## config.mk

```make
export PLATFORM = sky130hd
export DESIGN_NAME = wdt_top
export DESIGN_NICKNAME = d
export VERILOG_FILES = /design/src/common/wdt_pkg.sv /design/src/verilog/wdt_tick.sv /design/src/verilog/wdt_top.sv
export SDC_FILE = /design/constraint.sdc
export NUM_CORES = 1
export LEC_CHECK = 0
export ABC_AREA = 1
export CAP_MARGIN = 20
export CORE_MARGIN = 3
export CORE_UTILIZATION = 50
export CTS_CLUSTER_SIZE = 16
export DETAILED_ROUTE_END_ITERATION = 8
export DONT_BUFFER_PORTS = 1
export PLACE_DENSITY_LB_ADDON = 0.1
export RECOVER_POWER = 50
export SYNTH_ARGS = -nofsm -noshare
export SYNTH_HDL_FRONTEND = slang
export SYNTH_HIERARCHICAL = 1
export SYNTH_SLANG_ARGS = --single-unit
```

## constraint.sdc

```tcl
create_clock -name clk -period 2.5 [get_ports clk]
set_clock_uncertainty 0.1 [all_clocks]
set_input_delay 0.375 -clock clk [delete_from_list [all_inputs] [get_ports clk]]
set_output_delay 0.375 -clock clk [all_outputs]
set_load 0.02 [all_outputs]
```

## src/common/wdt_pkg.sv

```systemverilog
// constants and types shared by the watchdog timer block
package wdt_pkg;
  // ------------------------------------------------------------------
  // i/o port decode
  // ------------------------------------------------------------------
  localparam logic [15:0] WDT_DISABLE_ADDR = 16'h0441;
  localparam logic [15:0] WDT_ENABLE_ADDR = 16'h0443;
  localparam int WDT_CODE_LSB = 0;
  localparam int WDT_CODE_W = 4;
  localparam logic [3:0] WDT_CODE_MAX = 4'hf;

  // ------------------------------------------------------------------
  // timing
  // ------------------------------------------------------------------
  localparam int WDT_CLK_PERIOD_NS = 8;
  localparam longint WDT_CLK_HZ = 64'd125_000_000;
  localparam longint WDT_STEP_TIME_S = 64'd2;
  localparam int WDT_STEP_CYCLES = int'(WDT_STEP_TIME_S * WDT_CLK_HZ);
  localparam int WDT_TOL_PCT = 20;
  localparam int WDT_RST_PULSE_NS = 1000;
  localparam int WDT_RST_PULSE_CYCLES =
    (WDT_RST_PULSE_NS + WDT_CLK_PERIOD_NS - 1) / WDT_CLK_PERIOD_NS;

  // ------------------------------------------------------------------
  // reset values and types
  // ------------------------------------------------------------------
  localparam logic [3:0] WDT_STEPS_RST = 4'h0;

  typedef struct packed {
    logic wr;
    logic [15:0] addr;
    logic [15:0] data;
  } wdt_io_t;

  typedef enum logic [1:0] {
    WDT_IDLE,
    WDT_ARMED,
    WDT_FIRE
  } wdt_state_t;
endpackage : wdt_pkg

```

## src/verilog/wdt_tick.sv

```systemverilog
// step prescaler: one pulse per timeout step while running
`timescale 1ns/1ns
module wdt_tick #(
  parameter int CYCLES = 250_000_000
) (
  // clock and reset
  input wire logic clk,
  input wire logic rstn,
  // control
  input wire logic run,
  input wire logic restart,
  // step pulse
  output logic tick
);
  import wdt_pkg::*;

  localparam int CW = (CYCLES > 1) ? $clog2(CYCLES) : 1;
  localparam logic [CW-1:0] LAST = CW'(CYCLES - 1);

  if (CYCLES < 1) begin : g_bad
    $error("wdt_tick: CYCLES must be at least one");
  end

  logic [CW-1:0] cnt_q;
  logic [CW-1:0] cnt_d;

  always_comb begin
    cnt_d = cnt_q;
    if (restart || !run) begin
      cnt_d = '0;
    end else if (cnt_q == LAST) begin
      cnt_d = '0;
    end else begin
      cnt_d = cnt_q + CW'(1);
    end
  end

  always_ff @(posedge clk or negedge rstn) begin
    if (!rstn) begin
      cnt_q <= '0;
    end else begin
      cnt_q <= cnt_d;
    end
  end

  assign tick = run && !restart && (cnt_q == LAST);
endmodule : wdt_tick

```

## src/verilog/wdt_top.sv

```systemverilog
// watchdog timer behind two write-only i/o ports
`timescale 1ns/1ns
module wdt_top #(
  parameter int STEP_CYCLES = wdt_pkg::WDT_STEP_CYCLES,
  parameter int PULSE_CYCLES = wdt_pkg::WDT_RST_PULSE_CYCLES
) (
  // clock and reset
  input wire logic clk,
  input wire logic rstn,
  // i/o write cycle
  input wire wdt_pkg::wdt_io_t io,
  // system reset and status
  output logic sys_reset_q,
  output logic armed_q,
  output logic [3:0] steps_q
);
  import wdt_pkg::*;

  localparam int PW = $clog2(PULSE_CYCLES + 1);
  localparam logic [PW-1:0] PULSE_LOAD = PW'(PULSE_CYCLES - 1);

  if (STEP_CYCLES < 1 || PULSE_CYCLES < 1) begin : g_bad
    $error("wdt_top: STEP_CYCLES and PULSE_CYCLES must be positive");
  end

  // ------------------------------------------------------------------
  // port decode
  // ------------------------------------------------------------------
  logic en_wr;
  logic dis_wr;
  logic [3:0] code;
  logic tick;
  logic fire_go;

  assign en_wr = io.wr && (io.addr == WDT_ENABLE_ADDR);
  assign dis_wr = io.wr && (io.addr == WDT_DISABLE_ADDR);
  assign code = io.data[WDT_CODE_LSB +: WDT_CODE_W];

  // ------------------------------------------------------------------
  // step prescaler
  // ------------------------------------------------------------------
  wdt_state_t state_q;
  wdt_state_t state_d;

  // step length is nominal; the allowed tolerance leaves room to trim it
  wdt_tick #(
    .CYCLES(STEP_CYCLES)
  ) u_tick (
    .clk(clk),
    .rstn(rstn),
    .run(state_q == WDT_ARMED),
    .restart(en_wr),
    .tick(tick)
  );

  // ------------------------------------------------------------------
  // countdown and reset pulse
  // ------------------------------------------------------------------
  logic [3:0] steps_d;
  logic [PW-1:0] pulse_q;
  logic [PW-1:0] pulse_d;
  logic sys_reset_d;
  logic armed_d;

  assign fire_go = (state_q == WDT_ARMED) && !en_wr && !dis_wr &&
                   (steps_q == 4'h0);

  always_comb begin
    state_d = state_q;
    steps_d = steps_q;
    pulse_d = pulse_q;
    sys_reset_d = sys_reset_q;
    unique case (state_q)
      WDT_IDLE: begin
        if (en_wr) begin
          state_d = WDT_ARMED;
          steps_d = WDT_CODE_MAX - code;
        end
      end
      WDT_ARMED: begin
        if (dis_wr) begin
          state_d = WDT_IDLE;
        end else if (en_wr) begin
          steps_d = WDT_CODE_MAX - code;
        end else if (steps_q == 4'h0) begin
          state_d = WDT_FIRE;
          pulse_d = PULSE_LOAD;
          sys_reset_d = 1'b1;
        end else if (tick) begin
          steps_d = steps_q - 4'h1;
        end
      end
      WDT_FIRE: begin
        // writes are ignored while the reset pulse is out
        if (pulse_q == '0) begin
          state_d = WDT_IDLE;
          sys_reset_d = 1'b0;
        end else begin
          pulse_d = pulse_q - PW'(1);
        end
      end
    endcase
    armed_d = (state_d == WDT_ARMED);
  end

  always_ff @(posedge clk or negedge rstn) begin
    if (!rstn) begin
      state_q <= WDT_IDLE;
      steps_q <= WDT_STEPS_RST;
      pulse_q <= '0;
      sys_reset_q <= 1'b0;
      armed_q <= 1'b0;
    end else begin
      state_q <= state_d;
      steps_q <= steps_d;
      pulse_q <= pulse_d;
      sys_reset_q <= sys_reset_d;
      armed_q <= armed_d;
    end
  end

  // ------------------------------------------------------------------
  // check helpers
  // ------------------------------------------------------------------
  // cycles armed since the last taken enable write, the step count it
  // chose, and how long the system reset has been out so far
  localparam logic [35:0] STEP_W = 36'(STEP_CYCLES);

  logic [35:0] elapsed_q;
  logic [35:0] elapsed_d;
  logic [3:0] span_q;
  logic [3:0] span_d;
  logic [PW-1:0] high_q;
  logic [PW-1:0] high_d;

  always_comb begin
    elapsed_d = elapsed_q;
    span_d = span_q;
    high_d = '0;
    if (en_wr && state_q != WDT_FIRE) begin
      elapsed_d = '0;
      span_d = WDT_CODE_MAX - code;
    end else if (state_q == WDT_ARMED) begin
      elapsed_d = elapsed_q + 36'h1;
    end
    if (sys_reset_q) begin
      high_d = high_q + PW'(1);
    end
  end

  always_ff @(posedge clk or negedge rstn) begin
    if (!rstn) begin
      elapsed_q <= '0;
      span_q <= '0;
      high_q <= '0;
    end else begin
      elapsed_q <= elapsed_d;
      span_q <= span_d;
      high_q <= high_d;
    end
  end

  // ------------------------------------------------------------------
  // checks
  // ------------------------------------------------------------------
  a_enable_arms: assert property (
    @(posedge clk) disable iff (!rstn)
    en_wr && state_q != WDT_FIRE |=>
      armed_q && steps_q == WDT_CODE_MAX - $past(code))
    else $error("enable write did not arm with the chosen interval");

  a_disable_stops: assert property (
    @(posedge clk) disable iff (!rstn)
    dis_wr && state_q != WDT_FIRE ##1 !en_wr [*4] |->
      !armed_q && !sys_reset_q)
    else $error("disable write left the watchdog running");

  a_idle_quiet: assert property (
    @(posedge clk) disable iff (!rstn)
    state_q == WDT_IDLE && !en_wr |=> !armed_q && !sys_reset_q)
    else $error("idle watchdog armed or fired by itself");

  a_expiry_fires: assert property (
    @(posedge clk) disable iff (!rstn)
    fire_go |=> sys_reset_q && !armed_q)
    else $error("expired watchdog did not reset the system");

  a_reset_cause: assert property (
    @(posedge clk) disable iff (!rstn)
    $rose(sys_reset_q) |-> $past(fire_go))
    else $error("system reset without expiry");

  a_no_early_fire: assert property (
    @(posedge clk) disable iff (!rstn)
    state_q == WDT_ARMED && steps_q != 4'h0 |=> !sys_reset_q)
    else $error("system reset before the countdown ran out");

  a_pulse_holds: assert property (
    @(posedge clk) disable iff (!rstn)
    $rose(sys_reset_q) |-> sys_reset_q [*8])
    else $error("system reset pulse too short");

  a_pulse_length: assert property (
    @(posedge clk) disable iff (!rstn)
    $fell(sys_reset_q) |-> high_q == PW'(PULSE_CYCLES))
    else $error("system reset pulse has the wrong length");

  a_fire_ignores: assert property (
    @(posedge clk) disable iff (!rstn)
    state_q == WDT_FIRE |=> !armed_q)
    else $error("write taken while the reset pulse was out");

  a_code_f_zero: assert property (
    @(posedge clk) disable iff (!rstn)
    en_wr && code == 4'hf && state_q != WDT_FIRE ##1
      !en_wr && !dis_wr |=> sys_reset_q)
    else $error("code f did not expire at once");

  a_step_count: assert property (
    @(posedge clk) disable iff (!rstn)
    tick && state_q == WDT_ARMED && !en_wr && !dis_wr &&
      steps_q != 4'h0 |=> steps_q == $past(steps_q) - 4'h1)
    else $error("countdown did not drop by one step");

  a_interval_len: assert property (
    @(posedge clk) disable iff (!rstn)
    fire_go |-> elapsed_q == STEP_W * 36'(span_q))
    else $error("expiry came after the wrong number of cycles");

  a_rewrite_reload: assert property (
    @(posedge clk) disable iff (!rstn)
    en_wr && state_q == WDT_ARMED |=>
      armed_q && !sys_reset_q &&
      steps_q == WDT_CODE_MAX - $past(code))
    else $error("enable rewrite did not restart the countdown");
endmodule : wdt_top
```

-- After elaboration in Yosys (flattened, before gate mapping)
Cells that the tools add are included.
- bits of input ports: 35
- logic and storage cells: 63
- register bits: 43
- output and inout port bits: 6
- equal/unequal tests: 14
- reduce and logical (&&, ||, !) cells: 15
- add/sub/neg operators: 4
- multiplexer cells: 24
- operator list (operator ; number):
    $mux 28 ; 2
    $eq 16x11->1 const B ; 2
    $add 28x1->28 const B ; 1
    $eq 28x28->1 const B ; 1
    $mux 7 ; 4
    $mux 4 ; 5
    $reduce_and 5->1 ; 3
    $pmux 7 s2 ; 1
    $mux 2 ; 5
    $ne 2x2->1 const B ; 5
    $pmux 4 s2 ; 1
    $logic_not 7->1 ; 1
    $sub 7x1->7 const B ; 1
    $ne 3x3->1 const B ; 2
    $pmux 2 s3 ; 1
    $eq 2x1->1 const B ; 2
    $logic_and 1x1->1 ; 4
    $logic_not 4->1 ; 1
    $mux 1 ; 4
    $reduce_bool 2->1 ; 2
    $sub 4x1->4 const B ; 1
    $sub 4x4->4 const A ; 1
    $eq 2x2->1 const B ; 1
    $logic_not 1->1 ; 2
    4 further kinds ; 4

-- Depth between registers and ports, before layout
- depth after elaboration: 10
- depth in mapped cells: 15
- depth with buffers taken out: 14

-- Cells and area by module
Netlist, hierarchy kept.
- by module, submodules not included (module ; seq. area each (µm²) ; cells each ; area each (µm²) ; times used):
    wdt_tick ; 700.7 ; 260 ; 1786.7 ; 1
    wdt_top ; 375.4 ; 172 ; 1183.6 ; 1

-- Worst setup path after synthesis
No wires, ideal clock.
- path type: reg-to-reg
- start point: reg state_q[1]
- end point: reg steps_q[3]
- buffers on the path: 1
- arrival: 1.790 ns
- required time: 2.277 ns
- stages on the path, launching flop included: 13
- path slack: 0.486 ns
- clock period less this slack: 2.014 ns
- setup time: 0.123 ns
- cells stage by stage: dfrtp_1 -> inv_1 -> ha_1 -> inv_1 -> nor2_1 -> inv_1 -> clkbuf_1 -> nor2_1 -> inv_1 -> o31ai_2 -> nand2_2 -> nand2_1 -> o21ai_1
- word-level cells in the longest chain between the ends: 5
- elaborated cells between the ends (all ways): 11
- those cells by class: eq/ne (5); mux (1); reduce/logical (5)
- RTL lines (element ; RTL line ; text):
    from (decl) ; wdt_top.sv:42 ; wdt_state_t state_q;
    from (signal assigned) ; wdt_top.sv:114 ; state_q <= state_d;
    $eq 2x1->1 ; wdt_top.sv:51 ; .run(state_q == WDT_ARMED),
    $logic_and 1x1->1 ; n/a ;
    $logic_and 1x1->1 ; wdt_tick.sv:46 ; assign tick = run && !restart && (cnt_q == LAST);
    net tick ; wdt_top.sv:32 ; logic tick;
    $ne 3x3->1 (no source line) ; n/a ;
    $reduce_and 5->1 (no source line) ; n/a ;
    to (signal assigned) ; wdt_top.sv:115 ; steps_q <= steps_d;
    to (decl) ; wdt_top.sv:15 ; output logic [3:0] steps_q
The timed path passes the listed nets, and every way through them passes these cells.
A chain may end at the register's enable or synchronous reset.

-- Worst setup path after layout
- start point: reg state_q[1]
- end point: reg steps_q[1]
Same word-level chain as after synthesis.

==> out/metrics.yaml <==
clockBufferDepth: 2
htree_num_levels: 2
powerDensity_mw_per_mm2: 617
netlist_instances: 432
crit_required_ps: 2580
root_buffer: "clkbuf_8"
clock-sinks: 43
antennaDiodeCount: 0
synthFlopType: "dfrtp_1"
vias_per_cell: 4.89
cpMaxStageDelayCell: "dfrtp_1"
yosysSeqAreaShare_pct: 36.2
dieArea_mm2: 0.00690
p_leak_nw: 1.36
tns_ps: 0
min_from: "io[3]"
hold_viol: 0
setup_violations: 0
drv_cap: 0
outcome: "completed"
post-dp-hpwl_um: 4510
std_cell_rows: 27
cp_max_fo: 9
overflow: 0
crit_chain: "inv_1 -> ha_1 -> inv_1 -> nor2_1 -> inv_1 -> nor2_1 -> inv_1 -> o31ai_2 -> nand2_2 -> nand2_1 -> o21ai_1"
worstSetupStartpoint: "state_q[1]"
finalNetCount: 480
min-delay-path-class: "input pin to flip-flop"
vias: 2503
wl_per_cell_um: 11.8
cts_inserted_buffers: 5
critical_path_class: "flip-flop to flip-flop"
track_usage_pct: 18.5
max_stage_delay_ps: 420
die_y_um: 83.1
arrival_ps: 2140
worst_pin_slew_ps: 1090
fmax_ghz: 0.484
grt_pass1_wl_um: 10700
synth-edff-count: 0
gp_congestion: 0.844
yosysWarnings: 6
start_util_pct: 52.7
syn_area_per_cell_um2: 6.88
antenna_found_initial: 0
drc: 0
clk_pin_slew_ps: 80
grt_max_degree: 44
yosysUniqueCellTypes: 30
stdcell_area_mm2: 0.00313
endpoint_kind: "flip-flop"
drive_gt1_share_pct: 13.6
area_growth_pct: 5.48
die_x_um: 83.1
grt_pass1_vias: 2355
netlist_area_mm2: 0.00297
io_pins: 41
drt-total-wl_um: 6050
cp-start-kind: "flip-flop"
clock_latency_ps: 290
dr.pass1.iters: 4
fin_crit_sh_pct: 82.6
regArea_mm2: 0.00108
post_cts_resized: 0
fill_cells: 530
reg2reg_from: "state_q[1]"
multi_input_area_mm2: 0.00165
antenna_left: 0
core_area_mm2: 0.00564
async_flop_share_pct: 100
irDropWorstVdd_mv: 0.533
ys_ff_latch: 43
slew_headroom_pct: 27.4
rsz0062_at_grt: "no"
synth_nets: 473
drt_iter0_markers: 153
slew_violations: 0
crit_top_cell: "inv_1"
placed_cell_area_mm2: 0.00303
io_buffer_count: 0
cts_tree: "done"
finalCriticalPeriod_ps: 2060
state kept, by name, indices dropped and copies added (netlist names):
signal / flops
steps_q: 4
u_tick/cnt_q: 28
sys_reset_q: 1
armed_q: 1
state_q: 2
pulse_q: 7
synth_stat cells (2+ instances only):
| master | number | area, µm² |
|---|---|---|
| nor2_2 | 22 | 138 |
| and2_1 | 3 | 18.8 |
| nand2_2 | 10 | 62.6 |
| nand3_1 | 33 | 165 |
| nor2_1 | 72 | 270 |
| nand3b_1 | 3 | 22.5 |
| o21ai_0 | 5 | 25.0 |
| nor3b_1 | 2 | 15.0 |
| nor3_1 | 3 | 15.0 |
| dfrtp_1 | 43 | 1080 |
| o21ai_1 | 3 | 15.0 |
| xnor2_1 | 7 | 61.3 |
| nand2_4 | 2 | 22.5 |
| nand2_1 | 133 | 499 |
| ha_1 | 6 | 75.1 |
| o21ai_2 | 2 | 17.5 |
| inv_1 | 55 | 206 |
| xor2_1 | 6 | 52.6 |
| a21oi_1 | 2 | 10.0 |
| nand3_2 | 3 | 30.0 |
| nor2_4 | 6 | 67.6 |
| or2_2 | 3 | 18.8 |
area by class of cell:
class | instances | share of cell area (%)
timing repair buffer | 4 | 0.958
tap | 72 | 2.88
multi-input combinational | 330 | 52.5
inverter | 55 | 6.59
clock inverter | 2 | 0.399
sequential | 43 | 34.3
clock buffer | 6 | 2.32
kinds of logic (layout without fill, tap and decap cells):
| family | Yosys count | after routing | share of synthesized area (%) |
|---|---|---|---|
| AND/OR/NAND/NOR | 297 | 297 | 46.1 |
| buffers and inverters | 59 | 67 | 8.38 |
| flip-flops | 43 | 43 | 36.2 |
| adder cells (fa/ha/maj) | 6 | 6 | 2.53 |
| AO/OA/AOI/OAI | 14 | 14 | 2.95 |
| XOR/XNOR | 13 | 13 | 3.83 |
cell usage in the layout (no fill, tap or decap), drive strengths merged:
| master | instances |
|---|---|
| clkbuf | 7 |
| nand4 | 1 |
| clkinv | 1 |
| nand3 | 37 |
| buf | 2 |
| dlygate4sd3 | 1 |
| and2 | 3 |
| inv | 55 |
| a21oi | 2 |
| ha | 6 |
| nand3b | 3 |
| xnor2 | 7 |
| clkinvlp | 1 |
| or2 | 3 |
| o21bai | 1 |
| nor3 | 3 |
| xor2 | 6 |
| o21ai | 10 |
| nor3b | 2 |
| o31ai | 1 |
| nor2 | 100 |
| nand2 | 145 |
| dfrtp | 43 |
per-stage QoR:
stage	instances	setup WS (ps)	power [W]	utilization (%)	hold slack [ps]
2_1_floorplan	432	486	0.00140	-	-20.6
3_3_place_gp	502	503	0.00149	53.8	-19.4
3_5_place_dp	502	454	0.00150	53.8	-19.3
4_1_cts	512	442	0.00197	55.9	163
5_1_grt	512	180	0.00210	55.5	161
6_report	512	436	0.00193	55.5	162
path summary, 6_finish.rpt:
kind                                   end  cells after the start  slack, ps
setup / recovery                steps_q[1]                     11        440
hold / removal                  steps_q[3]                      3        160
setup reg to reg                steps_q[1]                     11        440
hold reg to reg                 pulse_q[5]                      2        380
max in group asynchronous  u_tick/cnt_q[9]                      2        890
min in group asynchronous       steps_q[3]                      2        750
where the power goes:
group / leakage (nW) / switching [W] / internal [W]
sequential: 0.576 / 0.0000924 / 0.000784
combinational: 0.745 / 0.000408 / 0.000213
clock: 0.0412 / 0.000239 / 0.000195
total: 1.36 / 0.000739 / 0.00119
per-layer routing:
| layer | up-vias | wire (µm) | global-route usage (%) |
|---|---|---|---|
| met2 | 45 | 2960 | 32.0 |
| met5 | - | 0 | 0 |
| met3 | 6 | 214 | 3.27 |
| li1 | 1326 | - | - |
| met4 | 0 | 57 | 4.16 |
| met1 | 1126 | 2820 | 24.2 |
critical path, delay by kind of cell (launching register included):
| family | cells | cell delay (ps) |
|---|---|---|
| and+or+nand+nor | 4 | 470 |
| AOI/OAI and AO/OA | 2 | 290 |
| adders and majority gates | 1 | 370 |
| buffers and inverters | 4 | 310 |
| DFF | 1 | 420 |
timing repair:
| action | CTS | global route |
|---|---|---|
| hold buffers | 2 | 0 |
| buffers inserted | 0 | 0 |
| endpoints found under the setup margin | 0 | 0 |
| endpoints found under the hold margin | 43 | 0 |
No activity file was read; power rests on OpenSTA's default activity.
